**config.mk**
```make
export PLATFORM = sky130hd
export DESIGN_NAME = fwp_core
export DESIGN_NICKNAME = d
export VERILOG_FILES = /design/src/hdl/fwp_pkg.sv /design/src/hdl/fwp_unit_map.sv /design/src/hdl/fwp_core.sv
export SDC_FILE = /design/constraint.sdc
export NUM_CORES = 2
export LEC_CHECK = 0
export BUFFER_PORTS_ARGS = -buffer_cell sky130_fd_sc_hd__buf_2
export CORE_MARGIN = 3
export CORE_UTILIZATION = 60
export CTS_CLUSTER_DIAMETER = 50
export DETAILED_ROUTE_END_ITERATION = 8
export PLACE_DENSITY = 0.76
export SYNTH_ARGS = -nofsm -noshare
export SYNTH_HDL_FRONTEND = slang
export SYNTH_SLANG_ARGS = --single-unit
```
**constraint.sdc**
```tcl
create_clock -name ref_clk -period 4.9 [get_ports ref_clk]
set_input_delay 0.735 -clock ref_clk [delete_from_list [all_inputs] [get_ports ref_clk]]
set_output_delay 0.735 -clock ref_clk [all_outputs]
set_load 0.03 [all_outputs]
```
**src/hdl/fwp_pkg.sv**
```systemverilog
package fwp_pkg;

  localparam int UNIT_COUNT   = 286;
  localparam int UNIT_W       = 9;
  localparam int SMALL_COUNT  = 32;
  localparam int PW_W         = 64;

  // byte offsets on the register bus
  localparam logic [7:0] OFS_STATUS  = 8'h00;
  localparam logic [7:0] OFS_WEL     = 8'h04;
  localparam logic [7:0] OFS_OP_ADDR = 8'h08;
  localparam logic [7:0] OFS_OP_CMD  = 8'h0C;
  localparam logic [7:0] OFS_RESULT  = 8'h10;
  localparam logic [7:0] OFS_LOCK    = 8'h14;
  localparam logic [7:0] OFS_PW_LO   = 8'h18;
  localparam logic [7:0] OFS_PW_HI   = 8'h1C;
  localparam logic [7:0] OFS_SPW_LO  = 8'h20;
  localparam logic [7:0] OFS_SPW_HI  = 8'h24;
  localparam logic [7:0] OFS_CONFIG  = 8'h28;

  // status register fields
  localparam int ST_BP_LSB   = 0;
  localparam int ST_BP_W     = 4;
  localparam int ST_SWD_BIT  = 4;
  localparam int ST_QE_BIT   = 5;
  localparam int ST_WP_BIT   = 6;
  localparam logic [5:0] STATUS_RST = 6'h00;

  // protection configuration register fields (one-time programmable)
  localparam int CFG_SSL_BIT  = 0;
  localparam int CFG_PERS_BIT = 1;
  localparam int CFG_PWD_BIT  = 2;
  localparam logic [2:0] CONFIG_RST = 3'h7;

  localparam logic [PW_W-1:0] SPW_RST = 64'hFFFFFFFFFFFFFFFF;
  localparam int RES_PASS_BIT = 0;
  localparam int RES_FAIL_BIT = 1;
  localparam int BLOCK_COUNT  = 256;

  typedef enum logic [3:0] {
    FWP_OP_NONE       = 4'h0,
    FWP_OP_ARRAY_PROG = 4'h1,
    FWP_OP_ARRAY_ERAS = 4'h2,
    FWP_OP_PPB_PROG   = 4'h3,
    FWP_OP_PPB_ERASE  = 4'h4,
    FWP_OP_DYB_CLEAR  = 4'h5,
    FWP_OP_DYB_SET    = 4'h6,
    FWP_OP_LOCK_CLEAR = 4'h7,
    FWP_OP_UNLOCK     = 4'h8
  } fwp_op_e;

endpackage

```
**src/hdl/fwp_unit_map.sv**
```systemverilog
`timescale 1ns/1ps
// 24-bit byte address to protection unit index
module fwp_unit_map (
  input  wire logic [23:0]               addr,
  input  wire logic                      small_low,
  output logic [fwp_pkg::UNIT_W-1:0]     unit_idx,
  output logic [7:0]                     block_idx
);
  logic [7:0] blk;
  logic [4:0] sec;

  assign blk       = addr[23:16];
  assign sec       = addr[16:12];
  assign block_idx = blk;

  always_comb begin
    if (small_low) begin
      // small sectors in blocks 0..1, blocks 2..255 follow as units 32..285
      if (blk < 8'h02) begin
        unit_idx = {4'h0, sec};
      end else begin
        unit_idx = 9'(blk) + 9'(fwp_pkg::SMALL_COUNT) - 9'h002;
      end
    end else begin
      // mirrored: blocks 0..253 first, small sectors in the top 128K
      if (blk < 8'hFE) begin
        unit_idx = 9'(blk);
      end else begin
        unit_idx = 9'h0FE + {4'h0, sec};
      end
    end
  end
endmodule // fwp_unit_map

```
**src/hdl/fwp_core.sv**
```systemverilog
`timescale 1ns/1ps
// Contract
// - status protect bits locked only when write-disable is 1 and protect pin low
// - program, erase and status, config or stored-password writes ignored unless write enable latch is set
// - unit protected if block-protect scheme or per-unit scheme protects it
// - one persistent and one dynamic bit per unit; either zero blocks writes
// - 32 small sectors plus 254 blocks form units 0 to 285
// - persistent bits cannot change while the lock reads zero
// - persistent bits start erased so every unit starts unprotected
// - persistent mode sets the lock to one after reset
// - persistent mode: lock-clear forces zero, nothing sets it until reset
// - password mode clears the lock to zero after reset
// - password mode: exact 64-bit match of unlock value sets the lock
// - after lock-clear, unlock is refused until the next reset
// - lock mode chosen by one-time-programmable configuration bits, permanent
// - small-low mapping: units 0-31 sectors, 32-284 blocks 2-254, 285 block 255
// - config bit 2 at zero selects password mode and hides the password
// - persistent-bit command with lock zero fails and alters no persistent bit, but still clears the latch
// - dynamic bits are volatile, individually written, matter when persistent bit is one
module fwp_core #(
  parameter int UNITS = fwp_pkg::UNIT_COUNT
) (
  input  wire logic                ref_clk,
  input  wire logic                nrst,
  input  wire logic [7:0]          avs_address,
  input  wire logic                avs_read,
  input  wire logic                avs_write,
  input  wire logic [31:0]         avs_writedata,
  input  wire logic [3:0]          avs_byteenable,
  output logic [31:0]              avs_readdata,
  output logic                     avs_waitrequest,
  input  wire logic                write_protect_n,
  output logic                     array_op_start,
  output logic                     array_op_erase,
  output logic [23:0]              array_op_addr
);
  logic [1:0]              wp_sync_reg;
  logic                    wp_level;
  logic                    ack_reg;
  logic [31:0]             readdata_reg;
  logic [5:0]              status_reg;
  logic                    wel_reg;
  logic [23:0]             op_addr_reg;
  logic [1:0]              result_reg;
  logic                    lock_reg;
  logic                    init_reg;
  logic                    unlock_dis_reg;
  logic [63:0]             pw_in_reg;
  logic [63:0]             spw_reg    = fwp_pkg::SPW_RST;
  logic [2:0]              config_reg = fwp_pkg::CONFIG_RST;
  logic [UNITS-1:0]        ppb_reg;
  logic [UNITS-1:0]        dyb_reg;
  logic                    start_reg;
  logic                    erase_reg;
  logic [23:0]             start_addr_reg;
  logic [8:0]              unit_idx;
  logic [7:0]              block_idx;
  logic                    do_wr;
  logic                    cmd_wr;
  fwp_pkg::fwp_op_e        cmd;
  logic                    pwd_mode;
  logic                    bp_hit;
  logic                    unit_hit;
  logic                    status_locked;
  logic [31:0]             rd_next;

  function automatic logic [31:0] be_merge(input logic [31:0] old, input logic [31:0] nw,
                                           input logic [3:0] be);
    logic [31:0] r;
    r = old;
    for (int i = 0; i < 4; i++) begin
      if (be[i]) begin
        r[i*8 +: 8] = nw[i*8 +: 8];
      end
    end
    return r;
  endfunction

  // protect pin is asynchronous to ref_clk
  always_ff @(posedge ref_clk or negedge nrst) begin
    if (!nrst) begin
      wp_sync_reg <= 2'h3;
    end else begin
      wp_sync_reg <= {wp_sync_reg[0], write_protect_n};
    end
  end
  assign wp_level = wp_sync_reg[1];

  // one wait cycle per access; effects land on the edge with waitrequest low
  always_ff @(posedge ref_clk or negedge nrst) begin
    if (!nrst) begin
      ack_reg <= 1'b0;
    end else begin
      ack_reg <= (avs_read | avs_write) & ~ack_reg;
    end
  end
  assign avs_waitrequest = (avs_read | avs_write) & ~ack_reg;
  assign do_wr           = avs_write & ack_reg;
  assign cmd_wr          = do_wr & (avs_address == fwp_pkg::OFS_OP_CMD);
  assign cmd             = fwp_pkg::fwp_op_e'(avs_writedata[3:0]);
  assign avs_readdata    = readdata_reg;

  fwp_unit_map i_fwp_unit_map (
    .addr      (op_addr_reg),
    .small_low (config_reg[fwp_pkg::CFG_SSL_BIT]),
    .unit_idx  (unit_idx),
    .block_idx (block_idx)
  );

  assign pwd_mode      = ~config_reg[fwp_pkg::CFG_PWD_BIT];
  assign status_locked = status_reg[fwp_pkg::ST_SWD_BIT] & ~wp_level;
  // block-protect guards the top 2^(n-1) blocks, n = 9 and above guards all
  always_comb begin
    logic [3:0] bp;
    bp = status_reg[fwp_pkg::ST_BP_LSB +: fwp_pkg::ST_BP_W];
    if (bp == 4'h0) begin
      bp_hit = 1'b0;
    end else if (bp >= 4'h9) begin
      bp_hit = 1'b1;
    end else begin
      bp_hit = 9'(block_idx) >= (9'h100 - (9'h001 << (bp - 4'h1)));
    end
  end
  assign unit_hit = ~ppb_reg[unit_idx] | ~dyb_reg[unit_idx];

  always_ff @(posedge ref_clk or negedge nrst) begin
    if (!nrst) begin
      readdata_reg <= 32'h0;
    end else if (avs_read & ~ack_reg) begin
      readdata_reg <= rd_next;
    end
  end

  always_comb begin
    rd_next = 32'h0;
    case (avs_address)
      fwp_pkg::OFS_STATUS:  rd_next = {25'h0, wp_level, status_reg};
      fwp_pkg::OFS_WEL:     rd_next = {31'h0, wel_reg};
      fwp_pkg::OFS_OP_ADDR: rd_next = {8'h0, op_addr_reg};
      fwp_pkg::OFS_RESULT:  rd_next = {30'h0, result_reg};
      fwp_pkg::OFS_LOCK:    rd_next = {31'h0, lock_reg};
      fwp_pkg::OFS_SPW_LO:  rd_next = pwd_mode ? 32'hFFFFFFFF : spw_reg[31:0];
      fwp_pkg::OFS_SPW_HI:  rd_next = pwd_mode ? 32'hFFFFFFFF : spw_reg[63:32];
      fwp_pkg::OFS_CONFIG:  rd_next = {29'h0, config_reg};
      default:              rd_next = 32'h0;
    endcase
  end

  // status bits: write needs the latch and the hardware lock open
  always_ff @(posedge ref_clk or negedge nrst) begin
    if (!nrst) begin
      status_reg <= fwp_pkg::STATUS_RST;
    end else if (do_wr && avs_address == fwp_pkg::OFS_STATUS && wel_reg && !status_locked
                 && avs_byteenable[0]) begin
      status_reg <= avs_writedata[5:0];
    end
  end

  // latch is consumed by every write-class access that it gates
  always_ff @(posedge ref_clk or negedge nrst) begin
    if (!nrst) begin
      wel_reg <= 1'b0;
    end else if (do_wr && avs_address == fwp_pkg::OFS_WEL) begin
      wel_reg <= avs_writedata[0];
    end else if (do_wr && (avs_address == fwp_pkg::OFS_STATUS ||
                           avs_address == fwp_pkg::OFS_CONFIG ||
                           avs_address == fwp_pkg::OFS_SPW_LO ||
                           avs_address == fwp_pkg::OFS_SPW_HI)) begin
      wel_reg <= 1'b0;
    end else if (cmd_wr && cmd != fwp_pkg::FWP_OP_UNLOCK) begin
      wel_reg <= 1'b0;
    end
  end

  always_ff @(posedge ref_clk or negedge nrst) begin
    if (!nrst) begin
      op_addr_reg <= 24'h0;
      pw_in_reg   <= 64'h0;
    end else if (do_wr) begin
      if (avs_address == fwp_pkg::OFS_OP_ADDR) begin
        op_addr_reg <= 24'(be_merge({8'h0, op_addr_reg}, avs_writedata, avs_byteenable));
      end
      if (avs_address == fwp_pkg::OFS_PW_LO) begin
        pw_in_reg[31:0] <= be_merge(pw_in_reg[31:0], avs_writedata, avs_byteenable);
      end
      if (avs_address == fwp_pkg::OFS_PW_HI) begin
        pw_in_reg[63:32] <= be_merge(pw_in_reg[63:32], avs_writedata, avs_byteenable);
      end
    end
  end

  // one-time-programmable: bits only go from 1 to 0, mode bits freeze once either is 0
  // no nrst here: a chosen lock mode must survive hardware reset, so these start erased only
  always_ff @(posedge ref_clk) begin
    if (do_wr && wel_reg) begin
      if (avs_address == fwp_pkg::OFS_CONFIG &&
          config_reg[fwp_pkg::CFG_PWD_BIT] && config_reg[fwp_pkg::CFG_PERS_BIT]) begin
        config_reg <= config_reg & avs_writedata[2:0];
      end
      if (avs_address == fwp_pkg::OFS_SPW_LO && !pwd_mode) begin
        spw_reg[31:0] <= spw_reg[31:0] & avs_writedata;
      end
      if (avs_address == fwp_pkg::OFS_SPW_HI && !pwd_mode) begin
        spw_reg[63:32] <= spw_reg[63:32] & avs_writedata;
      end
    end
  end

  // lock is caught from the mode one edge after reset release, not in the reset branch
  always_ff @(posedge ref_clk or negedge nrst) begin
    if (!nrst) begin
      init_reg <= 1'b1;
    end else begin
      init_reg <= 1'b0;
    end
  end

  always_ff @(posedge ref_clk or negedge nrst) begin
    if (!nrst) begin
      lock_reg <= 1'b0;
    end else if (init_reg) begin
      lock_reg <= ~pwd_mode;
    end else if (cmd_wr && cmd == fwp_pkg::FWP_OP_LOCK_CLEAR && wel_reg) begin
      lock_reg <= 1'b0;
    end else if (cmd_wr && cmd == fwp_pkg::FWP_OP_UNLOCK && pwd_mode && !unlock_dis_reg
                 && pw_in_reg == spw_reg) begin
      lock_reg <= 1'b1;
    end
  end

  always_ff @(posedge ref_clk or negedge nrst) begin
    if (!nrst) begin
      unlock_dis_reg <= 1'b0;
    end else if (cmd_wr && cmd == fwp_pkg::FWP_OP_LOCK_CLEAR && wel_reg) begin
      unlock_dis_reg <= 1'b1;
    end
  end

  // persistent bits are modelled as restored to erased on every nrst reset
  always_ff @(posedge ref_clk or negedge nrst) begin
    if (!nrst) begin
      ppb_reg <= '1;
    end else if (cmd_wr && wel_reg && lock_reg) begin
      if (cmd == fwp_pkg::FWP_OP_PPB_PROG) begin
        ppb_reg[unit_idx] <= 1'b0;
      end else if (cmd == fwp_pkg::FWP_OP_PPB_ERASE) begin
        ppb_reg <= '1;
      end
    end
  end

  always_ff @(posedge ref_clk or negedge nrst) begin
    if (!nrst) begin
      dyb_reg <= '1;
    end else if (cmd_wr && wel_reg) begin
      if (cmd == fwp_pkg::FWP_OP_DYB_CLEAR) begin
        dyb_reg[unit_idx] <= 1'b0;
      end else if (cmd == fwp_pkg::FWP_OP_DYB_SET) begin
        dyb_reg[unit_idx] <= 1'b1;
      end
    end
  end

  // result and array start are decided on the command write
  always_ff @(posedge ref_clk or negedge nrst) begin
    if (!nrst) begin
      result_reg     <= 2'h0;
      start_reg      <= 1'b0;
      erase_reg      <= 1'b0;
      start_addr_reg <= 24'h0;
    end else begin
      start_reg <= 1'b0;
      if (cmd_wr) begin
        result_reg <= 2'h2;
        case (cmd)
          fwp_pkg::FWP_OP_ARRAY_PROG, fwp_pkg::FWP_OP_ARRAY_ERAS: begin
            if (wel_reg && !bp_hit && !unit_hit) begin
              result_reg     <= 2'h1;
              start_reg      <= 1'b1;
              erase_reg      <= (cmd == fwp_pkg::FWP_OP_ARRAY_ERAS);
              start_addr_reg <= op_addr_reg;
            end
          end
          fwp_pkg::FWP_OP_PPB_PROG, fwp_pkg::FWP_OP_PPB_ERASE: begin
            if (wel_reg && lock_reg) begin
              result_reg <= 2'h1;
            end
          end
          fwp_pkg::FWP_OP_DYB_CLEAR, fwp_pkg::FWP_OP_DYB_SET,
          fwp_pkg::FWP_OP_LOCK_CLEAR: begin
            if (wel_reg) begin
              result_reg <= 2'h1;
            end
          end
          fwp_pkg::FWP_OP_UNLOCK: begin
            if (pwd_mode && !unlock_dis_reg && pw_in_reg == spw_reg) begin
              result_reg <= 2'h1;
            end
          end
          default: result_reg <= 2'h2;
        endcase
      end
    end
  end

  assign array_op_start = start_reg;
  assign array_op_erase = erase_reg;
  assign array_op_addr  = start_addr_reg;
endmodule // fwp_core

```
==> results_dict.tcl <==
set metrics [dict create \
    synth_top_area_share_pct 40.9 \
    io-pin-count 108 \
    grt_pass1_vias 30800 \
    dr.pass1.iters 8 \
    die_area_um2 64600 \
    ctsHtreeMaxLevel 3 \
    die_x_um 254 \
    start_util_pct 60.9 \
    num_vias 31600 \
    place.gp.congestion 0.919 \
    seq_power_share_pct 48.6 \
    ir_drop_v 0.000297 \
    route.detailed.drc 0 \
    die_y_um 254 \
    p_leak_nw 17.3 \
    pwr_density_cell_nw_per_um2 336 \
    antenna_found_initial 5 \
    ys_ff_latch 800 \
    p_comb_share_pct 5.1 \
    grt_overflow 0 \
    cp.arrival_ns 5.21 \
    port_buffers 107 \
    avgViaCountPerCell 7.00 \
    switching_share_pct 23.9 \
    drtAntennaViolNets 0 \
    async_flop_share_pct 91.6 \
    setup_viol_count_final 0 \
    slew_viol_final 0 \
    fillCellCount 4429 \
    maxCapViolations 0 \
    outcome "completed" \
    switchingPower_mw 3.34 \
    finClkSkew_ns 0.0274 \
    clk_latency_ns 0.65 \
    hold_buffers 0 \
    p_clk_share_pct 46.3 \
    wl_per_cell_um 26.8 \
    synth_cell_types 91 \
    cts_buffers 87 \
    grt_usage_pct 37.3 \
    yosysSeqAreaShare_pct 57.0 \
    finalCritPeriodShare_pct 95.9 \
    crit_type "reg2reg" \
    p_int_mw 10.6 \
    drt_first_iter_violations 4287 \
    reg2reg_depth 14 \
    syn_nets 3705 \
    final_nets 3723 \
    yosys_warnings 0 \
    area_growth_pct 12.5 \
    rr_endpoint "array_op_addr[23]" \
    grt_setup_unrepaired "false" \
    synthFlopType "dfstp_2" \
    core_um2 60700 \
    routed_wl_mm 121 \
    grt_max_degree 186 \
    hp-start "write_protect_n" \
    ys_top_cells_by_area "dfstp_2, dfrtp_1, a31oi_1" \
    hold_class "in2reg" \
    cp-end-kind "flop" \
    clk_pin_slew_worst_paths_ns 0.06 \
    utilization_pct 68.5 \
    r2r_slack_ns 0.20 \
    place_hpwl_mm 75.1 \
    tightest_slew_ns 1.25 \
    syn_area_um2 37000 \
    min_period_ns 4.70 \
    r2r_start "op_addr_reg[19]" \
    hold_viol 0 \
    critPathMaxFanout 43 \
    crit_required_ns 5.41 \
    maxSlewHeadroom_pct 16.7 \
    rows 90 \
    hold_depth 1 \
    clk_path_buf_depth 3 \
    root_buffer "clkbuf_16" \
    drive_gt1_share_pct 31.1 \
    cp-start-kind "flop" \
    synthCells 3644 \
    yosysTopAreaCell "dfstp_2" \
    fmax_mhz 213 \
    setup_tns_ns 0 \
    whs_endpoint "wp_sync_reg[0]" \
    cts_tree "built" \
    grt_first_pass_wirelength_mm 185 \
    synth.avg_cell_area_um2 10.1 \
    clock_sinks 800 \
    synth_edf_count 67 \
]
==> cell type report <==
cell class	instances	area, µm²	share of cell area (%)
sequential	800	21100	50.7
inverter	29	109	0.262
tap	782	978	2.35
timing repair buffer	251	1980	4.75
clock inverter	46	395	0.950
multi-input combinational	2493	14600	35.2
clock buffer	114	2410	5.80
antenna	2	5.00	0.0120
==> stage by stage <==
step	setup slack (ns)	cell area [µm²]	power, mW	std cells	hold slack [ns]
global route	0.0818	41600	14.4	4517	0.194
detailed placement	0.182	38800	7.60	4353	0.348
global placement	0.205	38800	7.59	4353	0.347
floorplan	0.910	37000	7.23	3644	0.345
CTS	0.141	41600	14.0	4513	0.188
finish	0.203	41600	14.0	4517	0.210
==> logic make-up after synthesis <==
| logic type | Yosys count | share of synthesized area [%] |
|---|---|---|
| AOI/OAI and AO/OA | 1262 | 20.0 |
| other | 1 | 0.0101 |
| buffers and inverters | 351 | 4.02 |
| DFF | 800 | 57.0 |
| xor gates and xnor gates | 54 | 1.30 |
| muxes | 139 | 4.49 |
| and+or+nand+nor | 1024 | 12.7 |
| adders and majority gates | 13 | 0.433 |
==> cell usage after synthesis, types with 4 or more instances <==
master / number
and2_1: 72
xnor2_1: 35
o21ai_1: 7
nor3_1: 33
mux2i_1: 15
a31oi_1: 332
nor4_1: 13
o211ai_1: 12
clkbuf_1: 247
o31ai_1: 9
dfrtp_1: 158
mux2_4: 21
nand2_1: 543
buf_1: 8
buf_2: 47
nand2b_1: 10
buf_6: 9
ha_1: 12
o21ai_0: 330
a22oi_1: 26
xor2_1: 18
buf_4: 10
a32oi_1: 4
nor3b_1: 5
nand4_1: 56
dfstp_2: 575
a21oi_1: 407
a311oi_1: 37
edfxtp_1: 67
nor2_1: 91
a222oi_1: 8
mux2_2: 100
inv_1: 28
a211oi_1: 15
o22ai_1: 12
nor2b_1: 8
or3_1: 5
and3_1: 26
a221oi_1: 14
nand3_1: 136
a41oi_1: 7
==> placed cells by master, fill, tap and decap left out, drive strengths merged, types with 10 or more instances in the layout <==
master,n
dfstp,575
nand2,544
a21oi,407
o21ai,339
a31oi,332
buf,251
dfrtp,158
nand3,137
mux2,121
clkbuf,114
nor2,94
and2,73
edfxtp,67
nand4,56
a311oi,39
xnor2,36
inv,36
nor3,34
clkinv,28
and3,26
a22oi,26
xor2,18
a211oi,17
mux2i,16
a221oi,14
nor4,14
o211ai,12
o22ai,12
ha,12
nand2b,10
o31ai,10
==> how the worst max path moves through the flow <==
stage / startpoint / to / slack (ns) / cells after the start
after floorplan: avs_address[3] / spw_reg[0] / 0.91 / 3
after global placement: op_addr_reg[23] / array_op_addr[9] / 0.21 / 14
after detailed placement: op_addr_reg[23] / array_op_addr[16] / 0.18 / 14
after CTS: op_addr_reg[23] / array_op_addr[9] / 0.14 / 14
after global routing: op_addr_reg[19] / array_op_addr[23] / 0.08 / 14
final: op_addr_reg[19] / array_op_addr[23] / 0.20 / 14
==> power groups by stage <==
stage               clock network (mW)  registers, mW  logic, mW
global route                      6.79           6.80      0.769
detailed placement                   0           6.90      0.707
CTS                               6.51           6.79      0.709
global placement                     0           6.89      0.694
floorplan                            0           6.95      0.279
finish                            6.47           6.79      0.720
==> repair_timing <==
action                     4_1_cts  5_1_grt
gates resized for setup          0        2
setup buffers                    0        2
setup endpoints to repair        0       26
==> worst max-delay path, stage by stage (launching register included) <==
cell	delay [ns]
dfrtp_1	0.59
nand4_1	0.31
a2bb2o_4	0.33
mux2i_4	0.51
buf_12	0.24
buf_12	0.24
mux4_2	0.55
a31oi_1	0.21
nor3_1	0.07
a31oi_1	0.39
a311oi_2	0.19
buf_4	0.19
nand3_4	0.13
buf_12	0.19
mux2_2	0.35
==> routing by layer <==
metal	global-route usage [%]	part of all wire, %	vias to the layer above
met5	0	0.011	-
met4	20.9	6.0	2
met3	10.1	12	463
met2	56.3	45	2198
met1	49.4	37	15700
li1	-	-	13300
(Power assumes the default switching activity.)
